==> config.mk <==
export PLATFORM = sky130hd
export DESIGN_NAME = apr_regs
export DESIGN_NICKNAME = d
export VERILOG_FILES = /design/src/rtl/apr_pkg.sv /design/src/rtl/apr_regs.sv
export SDC_FILE = /design/constraint.sdc
export NUM_CORES = 1
export LEC_CHECK = 0
export ABC_AREA = 1
export BUFFER_PORTS_ARGS = -buffer_cell sky130_fd_sc_hd__buf_4
export CORE_MARGIN = 8
export CORE_UTILIZATION = 58
export DETAILED_ROUTE_END_ITERATION = 7
export GPL_TIMING_DRIVEN = 0
export PLACE_DENSITY = 0.85
export SETUP_SLACK_MARGIN = 0.2
export SLEW_MARGIN = 20
export SYNTH_ARGS = -nofsm -noshare
export SYNTH_HDL_FRONTEND = slang
export SYNTH_SLANG_ARGS = --single-unit
==> constraint.sdc <==
create_clock -name clk_i -period 3.9 [get_ports clk_i]
set_input_delay 0.78 -clock clk_i [delete_from_list [all_inputs] [get_ports clk_i]]
set_output_delay 0.78 -clock clk_i [all_outputs]
set_load 0.005 [all_outputs]
==> src/rtl/apr_pkg.sv <==
/*
 * apr_pkg: constants, carrier structs and state struct for the
 * auto-negotiation page register bank.
 * assumes a clause 22 management frame decoder sits outside and hands
 * over one decoded register access at a time.
 */
package apr_pkg;

    // register indices on the clause 22 management port
    localparam logic [4:0]  APR_ADDR_ADV      = 5'h04;
    localparam logic [4:0]  APR_ADDR_LP_BASE  = 5'h05;
    localparam logic [4:0]  APR_ADDR_EXP      = 5'h06;
    localparam logic [4:0]  APR_ADDR_TX_NP    = 5'h07;
    localparam logic [4:0]  APR_ADDR_LP_NP    = 5'h08;

    // local advertisement layout
    localparam int          APR_ADV_NEXT_PAGE = 15;
    localparam int          APR_ADV_ACK       = 14;
    localparam int          APR_ADV_RFAULT    = 13;
    localparam int          APR_ADV_XNP       = 12;
    localparam int          APR_ADV_ASYM      = 11;
    localparam int          APR_ADV_PAUSE     = 10;
    localparam int          APR_ADV_T4        = 9;
    localparam logic [15:0] APR_ADV_RESET     = 16'h1DE1;
    localparam logic [15:0] APR_ADV_WMASK     = 16'hBDFF;

    // partner base page layout
    localparam int          APR_LP_NEXT_PAGE  = 15;

    // expansion layout
    localparam int          APR_EXP_PD_FAULT  = 4;
    localparam int          APR_EXP_LP_NP     = 3;
    localparam int          APR_EXP_LOC_NP    = 2;
    localparam int          APR_EXP_PAGE_RX   = 1;
    localparam int          APR_EXP_LP_AN     = 0;

    // transmit next page layout
    localparam int          APR_NP_TOGGLE     = 11;
    localparam logic [15:0] APR_NP_RESET      = 16'h2001;
    localparam logic [15:0] APR_NP_WMASK      = 16'hB7FF;

    localparam logic [15:0] APR_ZERO16        = 16'h0000;

    typedef struct packed {
        logic        wr;
        logic        rd;
        logic [4:0]  addr;
        logic [15:0] wdata;
    } apr_mgmt_t;

    typedef struct packed {
        logic soft_reset;
        logic restart;
        logic pd_exit;
        logic link_down;
    } apr_ctl_t;

    typedef struct packed {
        logic        base_valid;
        logic        np_valid;
        logic [15:0] word;
        logic        par_fault;
        logic        an_able;
        logic        base_sent;
        logic        np_sent;
    } apr_rx_t;

    typedef struct packed {
        logic [15:0] adv;
        logic [15:0] adv_eff;
        logic [15:0] lp_base;
        logic [15:0] lp_np;
        logic [15:0] tx_np;
        logic        toggle;
        logic        pd_fault;
        logic        lp_np_able;
        logic        page_rx;
        logic [15:0] rdata;
        logic        rvalid;
        logic        restart;
        logic        boot_done;
    } apr_state_t;

endpackage : apr_pkg

==> src/rtl/apr_regs.sv <==
/*
 * apr_regs: auto-negotiation page registers (advertisement, partner
 * base page, expansion, transmit next page, partner next page).
 * assumes the management frame decoder, the control register and the
 * negotiation engine all run on clk_i and give one-cycle pulses.
 */
// Behaviour
// advertisement writes store at once; engine sees them after reset, restart, power-up or link loss
// advertisement bit 13 writable, resets 0, sends local fault in base page
// advertisement bit 12 writable, resets 1, declares extended next page ability
// advertisement bits 11 and 10 writable pause abilities, both reset 1
// advertisement bits 8..5 writable speed abilities reset 1; bit 9 reads zero
// selector bits 4..0 writable, reset to the 802.3 pattern
// partner base register holds received word, read-only, reset and soft reset clear
// partner base bit 15 reports partner next page capability
// partner base bits 13, 11, 10 show partner fault and pause requests
// partner base bits 9..5 show partner technology abilities
// expansion bit 4 latches parallel detection fault; read or soft reset clears
// expansion bit 3 latches partner next page support; soft reset clears
// expansion bit 2 reads one, local next page ability
// expansion bit 1 latches on each received page; read clears
// expansion bit 0 shows partner negotiation ability; bits 15..5 read zero
// transmit next page bit 15 writable, resets 0, marks more pages follow
// transmit next page bit 14 read-only zero
// transmit next page bit 13 writable, resets 1, message versus unformatted
// transmit next page bit 12 writable, resets 0, comply acknowledge
// transmit next page bit 11 hardware toggle, inverse of previous exchanged word
// transmit next page bits 10..0 writable, reset to one, message or unformatted code
// partner next page bit 15 last-page flag, bit 14 mirrors received bit
// partner next page bits 13..0 mirror received word, read-only
// negotiation restarts after hardware or soft reset without the restart bit
// writes to read-only or reserved fields are ignored
`timescale 1ns/10ps

module apr_regs
    import apr_pkg::*;
(
    input  wire logic        clk_i,
    input  wire logic        rst_i,
    input  wire apr_mgmt_t   mgmt_i,
    input  wire apr_ctl_t    ctl_i,
    input  wire apr_rx_t     rx_i,
    output logic [15:0]      rdata_o,
    output logic             rvalid_o,
    output logic [15:0]      adv_word_o,
    output logic [15:0]      np_word_o,
    output logic             an_restart_o
);

    apr_state_t state_r;
    apr_state_t state_nxt;

    // keeps read-only bits, takes writable bits from the write data
    function automatic logic [15:0] masked_write(
        input logic [15:0] old_val,
        input logic [15:0] wval,
        input logic [15:0] mask
    );
        masked_write = (old_val & ~mask) | (wval & mask);
    endfunction : masked_write

    function automatic logic [15:0] exp_word(input apr_state_t s, input logic an_able);
        exp_word                   = APR_ZERO16;
        exp_word[APR_EXP_PD_FAULT] = s.pd_fault;
        exp_word[APR_EXP_LP_NP]    = s.lp_np_able;
        exp_word[APR_EXP_LOC_NP]   = 1'b1;
        exp_word[APR_EXP_PAGE_RX]  = s.page_rx;
        exp_word[APR_EXP_LP_AN]    = an_able;
    endfunction : exp_word

    logic wr_adv;
    logic wr_np;
    logic rd_exp;
    logic take_adv;

    always_comb begin
        wr_adv   = mgmt_i.wr && (mgmt_i.addr == APR_ADDR_ADV);
        wr_np    = mgmt_i.wr && (mgmt_i.addr == APR_ADDR_TX_NP);
        rd_exp   = mgmt_i.rd && (mgmt_i.addr == APR_ADDR_EXP);
        // any of these lets the engine pick up the stored advertisement
        take_adv = ctl_i.soft_reset | ctl_i.restart | ctl_i.pd_exit | ctl_i.link_down;
    end

    always_comb begin
        state_nxt         = state_r;
        state_nxt.restart = 1'b0;
        state_nxt.rvalid  = 1'b0;

        // first cycle after hardware reset kicks the engine once
        if (!state_r.boot_done) begin
            state_nxt.boot_done = 1'b1;
            state_nxt.restart   = 1'b1;
        end
        if (ctl_i.soft_reset || ctl_i.restart || ctl_i.pd_exit) begin
            state_nxt.restart = 1'b1;
        end

        // advertisement: stored at once, ack and T4 bits stay zero
        if (wr_adv) begin
            state_nxt.adv = masked_write(state_r.adv, mgmt_i.wdata, APR_ADV_WMASK);
        end
        // the write of the same cycle is already part of what the engine takes
        if (take_adv) begin
            state_nxt.adv_eff = state_nxt.adv;
        end

        if (wr_np) begin
            state_nxt.tx_np = masked_write(state_r.tx_np, mgmt_i.wdata, APR_NP_WMASK);
        end

        // toggle follows the word just exchanged
        if (rx_i.base_sent) begin
            state_nxt.toggle = ~state_r.adv_eff[APR_NP_TOGGLE];
        end else if (rx_i.np_sent) begin
            state_nxt.toggle = ~state_r.toggle;
        end

        // read-clear first, then hardware sets so a same-cycle event survives
        if (rd_exp) begin
            state_nxt.pd_fault = 1'b0;
            state_nxt.page_rx  = 1'b0;
        end
        if (rx_i.par_fault) begin
            state_nxt.pd_fault = 1'b1;
        end
        if (rx_i.base_valid) begin
            state_nxt.lp_base = rx_i.word;
            state_nxt.page_rx = 1'b1;
            if (rx_i.word[APR_LP_NEXT_PAGE]) begin
                state_nxt.lp_np_able = 1'b1;
            end
        end
        if (rx_i.np_valid) begin
            state_nxt.lp_np   = rx_i.word;
            state_nxt.page_rx = 1'b1;
        end

        // soft reset wipes partner base page, fault and next page ability, overriding same-cycle captures
        if (ctl_i.soft_reset) begin
            state_nxt.lp_base    = APR_ZERO16;
            state_nxt.pd_fault   = 1'b0;
            state_nxt.lp_np_able = 1'b0;
        end

        // read data is one cycle behind the request; unmapped reads as zero
        if (mgmt_i.rd) begin
            state_nxt.rvalid = 1'b1;
            unique case (mgmt_i.addr)
                APR_ADDR_ADV:     state_nxt.rdata = state_r.adv;
                APR_ADDR_LP_BASE: state_nxt.rdata = state_r.lp_base;
                APR_ADDR_EXP:     state_nxt.rdata = exp_word(state_r, rx_i.an_able);
                APR_ADDR_TX_NP: begin
                    state_nxt.rdata                = state_r.tx_np;
                    state_nxt.rdata[APR_NP_TOGGLE] = state_r.toggle;
                end
                APR_ADDR_LP_NP:   state_nxt.rdata = state_r.lp_np;
                default:          state_nxt.rdata = APR_ZERO16;
            endcase
        end
    end

    always_ff @(posedge clk_i) begin
        if (rst_i) begin
            state_r.adv        <= APR_ADV_RESET;
            state_r.adv_eff    <= APR_ADV_RESET;
            state_r.lp_base    <= APR_ZERO16;
            state_r.lp_np      <= APR_ZERO16;
            state_r.tx_np      <= APR_NP_RESET;
            state_r.toggle     <= 1'b0;
            state_r.pd_fault   <= 1'b0;
            state_r.lp_np_able <= 1'b0;
            state_r.page_rx    <= 1'b0;
            state_r.rdata      <= APR_ZERO16;
            state_r.rvalid     <= 1'b0;
            state_r.restart    <= 1'b0;
            state_r.boot_done  <= 1'b0;
        end else begin
            state_r <= state_nxt;
        end
    end

    always_comb begin
        rdata_o                   = state_r.rdata;
        rvalid_o                  = state_r.rvalid;
        adv_word_o                = state_r.adv_eff;
        np_word_o                 = state_r.tx_np;
        np_word_o[APR_NP_TOGGLE]  = state_r.toggle;
        an_restart_o              = state_r.restart;
    end

endmodule : apr_regs

Word level (Yosys, flattened, before mapping)

Cells that the tools add are included.

Register bits: 103
Input bits: 51
Output and inout port bits: 50
Logic and storage cells: 46

Eq/ne operators: 5
Multiplexer cells: 11
Bitwise gates (word level): 7
Reduce and logical (&&, ||, !) cells: 10

Operator list:

| operator                                       | number |
|---|---|
| case mux 16 bit (5 select lines)               | 1 |
| bitwise OR 15 x 16 -> 16 bit                   | 2 |
| == test 5 x 3 -> 1 bit (second input constant) | 4 |
| 2-to-1 mux 16 bit                              | 1 |
| 2-to-1 mux 1 bit                               | 8 |
| == test 5 x 4 -> 1 bit (second input constant) | 1 |
| nonzero test 2 bit                             | 2 |
| logical AND 1 bit                              | 3 |
| bitwise OR 1 bit                               | 3 |
| nonzero test 3 bit                             | 1 |
| logical OR 1 bit                               | 2 |
| 2-to-1 mux 2 bit                               | 1 |
| inverter 1 bit                                 | 2 |
| AND reduction 2 bit                            | 1 |
| OR reduction 2 bit                             | 1 |

Depth between registers and ports, before layout

Depth after elaboration: 5
Depth in mapped cells: 11
Gate-level depth less buffers: 10

Worst setup path before layout

Ideal clock, no wire load.

Path kind: input port to flip-flop
From: input mgmt_i[19] in the netlist's numbering
To: register state_r (netlist bit adv_word_o[13])
Library setup time: 0.109 ns
Arrival time: 1.696 ns
Required time: 3.791 ns
Path slack: 2.095 ns
Stages on the path: 11
Path buffers: 1
Cell sequence: inv_1 > nand2_1 > nor2_4 > nand2_4 > nor2_4 > buf_6 > nand2_1 > o21ai_1 > nand2_1 > nand2_1 > inv_1

Cells in the longest elaborated chain, start to end: 3

RTL lines:

| what                   | RTL line        | RTL |
|---|---|---|
| start, declared        | apr_regs.sv:40  | `input wire apr_mgmt_t mgmt_i,` |
| == test 5 x 3 -> 1 bit | apr_regs.sv:77  | `wr_adv = mgmt_i.wr && (mgmt_i.addr == APR_ADDR_ADV);` |
| logical AND 1 bit      | apr_regs.sv:77  |  |
| 2-to-1 mux 16 bit      | apr_regs.sv:99  | `if (wr_adv) begin` |
| end signal, assigned   | apr_regs.sv:178 | `state_r <= state_nxt;` |
| end, declared          | apr_regs.sv:50  | `apr_state_t state_r;` |

Every way passes these cells.
A chain may end at the register's enable or synchronous reset.

Worst setup path after layout

From: input mgmt_i[19] in the netlist's numbering
To: register state_r (netlist bit adv_word_o[3])

The elaborated chain is that of the path after synthesis.

==> summary.txt <==
Flow run
  – Max cap viols: 0

Critical path
  – CP Buf/Inv Count: 4
  – CP required: 4150 ps
  – Most frequent CP cell: nand2_1
  – CP max stage cell: nor2_4
  – CP endpoint kind: flop
  – R2r setup slk: 2800 ps
  – Crit. Startpoint: mgmt_i[19]
  – Worst path cell trace: buf_4, inv_1, nand2_1, nor2_4, nand2_4, nor2_4, buf_6, nand2_1, o21ai_1, nand2_1, nand2_1, inv_1
  – Critical R2R Capture: rdata_o[6]
  – Reg2reg path depth: 4
  – Crit path largest cell delay: 260 ps
  – CP arrival: 2180 ps
  – Worst Path Max Fanout: 10
  – Crit start category: primary input
  – Critical Path End: adv_word_o[3]
  – CP delay by family, top: simple AND/OR/NAND/NOR gates
  – R2r startpoint: state_r[45]
  – Stages on worst setup path: 12
  – Crit Path Category: in -> reg

Synthesis
  – Post-synthesis average cell area: 7.21 um^2
  – Synth top area cells: dfxtp_1 45%, nand2_1 11%, buf_4 8.8%
  – Top-count cell post-synth: nand2_1
  – Synth Register Bits: 97
  – Synth unique cells: 26
  – Commonest cells in the netlist: 131 x nand2_1, 97 x dfxtp_1, 68 x o21ai_0, 55 x nor2_1, 51 x buf_4
  – Mapped Cells: 600
  – Syn Std Cell Area: 0.00433 mm^2
  – Cell accounting for the most synthesized area: dfxtp_1
  – Seq/Total Area, Yosys: 44.9%
  – Top-area cell type share of the netlist area: 44.9%
  – Yosys warns: 0
  – Synth Flop Type: dfxtp_1
  – EDFF count, synth: 0
  – Asr flop ratio synth: 0%

Cells and area
  – Fillers: 609
  – Share of cells above drive strength 1: 24.2%
  – Number of nets in the final layout: 759
  – Synth-to-Final Area Change: 23.8%
  – Ant. Diodes: 0
  – Core Util, Final: 73.9%
  – Non-filler instance count after layout: 811

Floorplanning
  – I/O pins: 101
  – Core ar.: 0.00725 mm^2
  – Die area: 0.0105 mm^2
  – Row Count: 31
  – Die Span Y: 102 um
  – Die Span X: 102 um
  – Initial Util: 59.7%

Global route
  – First-pass GRT wire length: 20.1 mm
  – GR Overflow Total: 0
  – Initial antenna violation count: 0
  – Pin count of the biggest net entering global routing: 16
  – GRT Overall Usage: 24.8%
  – Vias in the first global route: 4028

Route
  – Final antenna-violating net count: 0
  – Top Layer Used: met4
  – Wl on met1: 5.63 mm
  – Met2 wire length: 5.95 mm
  – Via density: 5.35
  – Vias: 4341
  – DRT Pass-1 Iters: 5
  – Iter 0 DRT Violations: 352
  – Residual DRC count: 0
  – Routed len/inst: 16.0 um
  – Drt total wl: 13.0 mm
  – WL met3: 1.11 mm

Timing
  – Fin worst setup slack: 1960 ps
  – Final period util: 49.7%
  – Clock Skew: 8.17 ps
  – Minimum clock period: 1940 ps
  – Setup violators final: 0
  – Setup Total Neg Slack: 0 ps
  – FMAX: 516 MHz
  – Final hold violation count: 0
  – RSZ-0062 raised after global routing: no
  – Slew HR: 42.1%
  – Final Max Tran Viols: 0
  – Worst Max-Slew Pin Slew: 862 ps

Clock tree
  – Worst skew pair latency: 350 ps
  – CTS sink count: 97
  – Bufs on Longest Clock Path: 2
  – Post-CTS setup buffer count: 0
  – Num CTS Buffers: 9
  – Post_cts resized: 0
  – Reg clk slew, reported paths: 90 ps
  – TritonCTS clock tree: yes
  – H-Tree Level Count: 3
  – Root Buffer: clkbuf_8
  – Hold buffers post-CTS: 0

Power
  – Switching share of power: 25.2%
  – Sequential Power Share: 55.2%
  – Power density over the cells: 352 mW/mm^2
  – LEAKAGE: 2.58 nW
  – NetSw: 0.000476 W
  – Maximum vdd drop: 0.000303 V
  – Internal: 0.00141 W
  – Clock Power Share: 33.6%
  – Logic pwr share: 11.2%

Place
  – Placement Setup Slack: 1640 ps
  – Placed insts: 796
  – Gpl congestion: 0.889
  – Final HPWL DP: 10.3 mm
  – # port buffers: 95

Hold path
  – Hold Path Depth: 2
  – HP Class: reg -> reg

Status
  – Status: finished, final reports clean
## worst register-to-register path, stage by stage (launching register included)
cell,delay [ps]
dfxtp_1,330
nand4_1,200
nand2_1,80
o21ai_0,270
a21oi_1,100
## cells in the final DEF (no fill, tap or decap), types with 2 or more instances in the layout
cell	instances
a21oi_1	46
buf_2	5
dfxtp_1	97
nand4_1	11
nand2_1	131
nand3_1	46
inv_1	43
clkinv_2	2
o21ai_1	7
buf_4	146
clkinv_1	2
clkbuf_1	24
o21ai_0	68
conb_1	3
clkbuf_8	9
nor2_1	55
clkinv_4	2
nor2_4	3
## stage by stage
stage / hold slack (ps) / cell area, um^2 / power [W]
after floorplan: 428 / 4340 / 0.00117
after detailed placement: 444 / 5170 / 0.00127
after global routing: 486 / 5360 / 0.00195
final: 457 / 5360 / 0.00188
after global placement: 438 / 5170 / 0.00126
after CTS: 458 / 5360 / 0.00188
## logic make-up (layout without fill, tap and decap cells)
kind of cell / after synthesis / count (layout) / share of synthesized area (%)
AOI/OAI and AO/OA: 125 / 125 / 14.6
other: 1 / 3 / 0.0866
and+or+nand+nor: 251 / 251 / 24.6
xor gates and xnor gates: 1 / 1 / 0.202
buffers and inverters: 125 / 235 / 15.6
DFF: 97 / 97 / 44.9
## cell type report
cell class	instances	area (um^2)	area share [%]
Timing Repair Buffer	95	713	13.3
Inverter	45	169	3.15
Clock inverter	5	57.6	1.07
Buffer	80	505	9.43
Sequential cell	97	1940	36.2
Tap cell	99	124	2.31
Clock buffer	10	128	2.38
Multi-Input combinational cell	380	1720	32.1
## power groups by stage
stage / Clock (W) / Sequential, W / Combinational (W)
after floorplan: 0 / 0.00106 / 0.000112
after global placement: 0 / 0.00106 / 0.000202
after detailed placement: 0 / 0.00106 / 0.000208
after CTS: 0.000635 / 0.00104 / 0.000209
after global routing: 0.000675 / 0.00104 / 0.000233
final: 0.000633 / 0.00104 / 0.000211
## routing by layer
metal  up-vias  track usage [%]
met2       221             39.5
met1      1994             32.9
met4         0             8.13
met5         -                0
met3        23             4.63
li1       2103                -
## worst min path at each step
| stage | from | to | slack, ps |
|---|---|---|---|
| 2_1_floorplan | state_r[58] | state_r[58] | 430 |
| 3_3_place_gp | state_r[58] | state_r[58] | 440 |
| 3_5_place_dp | state_r[40] | state_r[40] | 440 |
| 4_1_cts | state_r[40] | state_r[40] | 460 |
| 5_1_grt | state_r[59] | state_r[59] | 490 |
| 6_report | state_r[39] | state_r[39] | 460 |
## flip-flops by register name (all words and copies together) (netlist names)
name          flops
adv_word_o       14
an_restart_o      1
np_word_o        15
rdata_o          16
rvalid_o          1
state_r          50
Power figures use the tool's default switching activity.
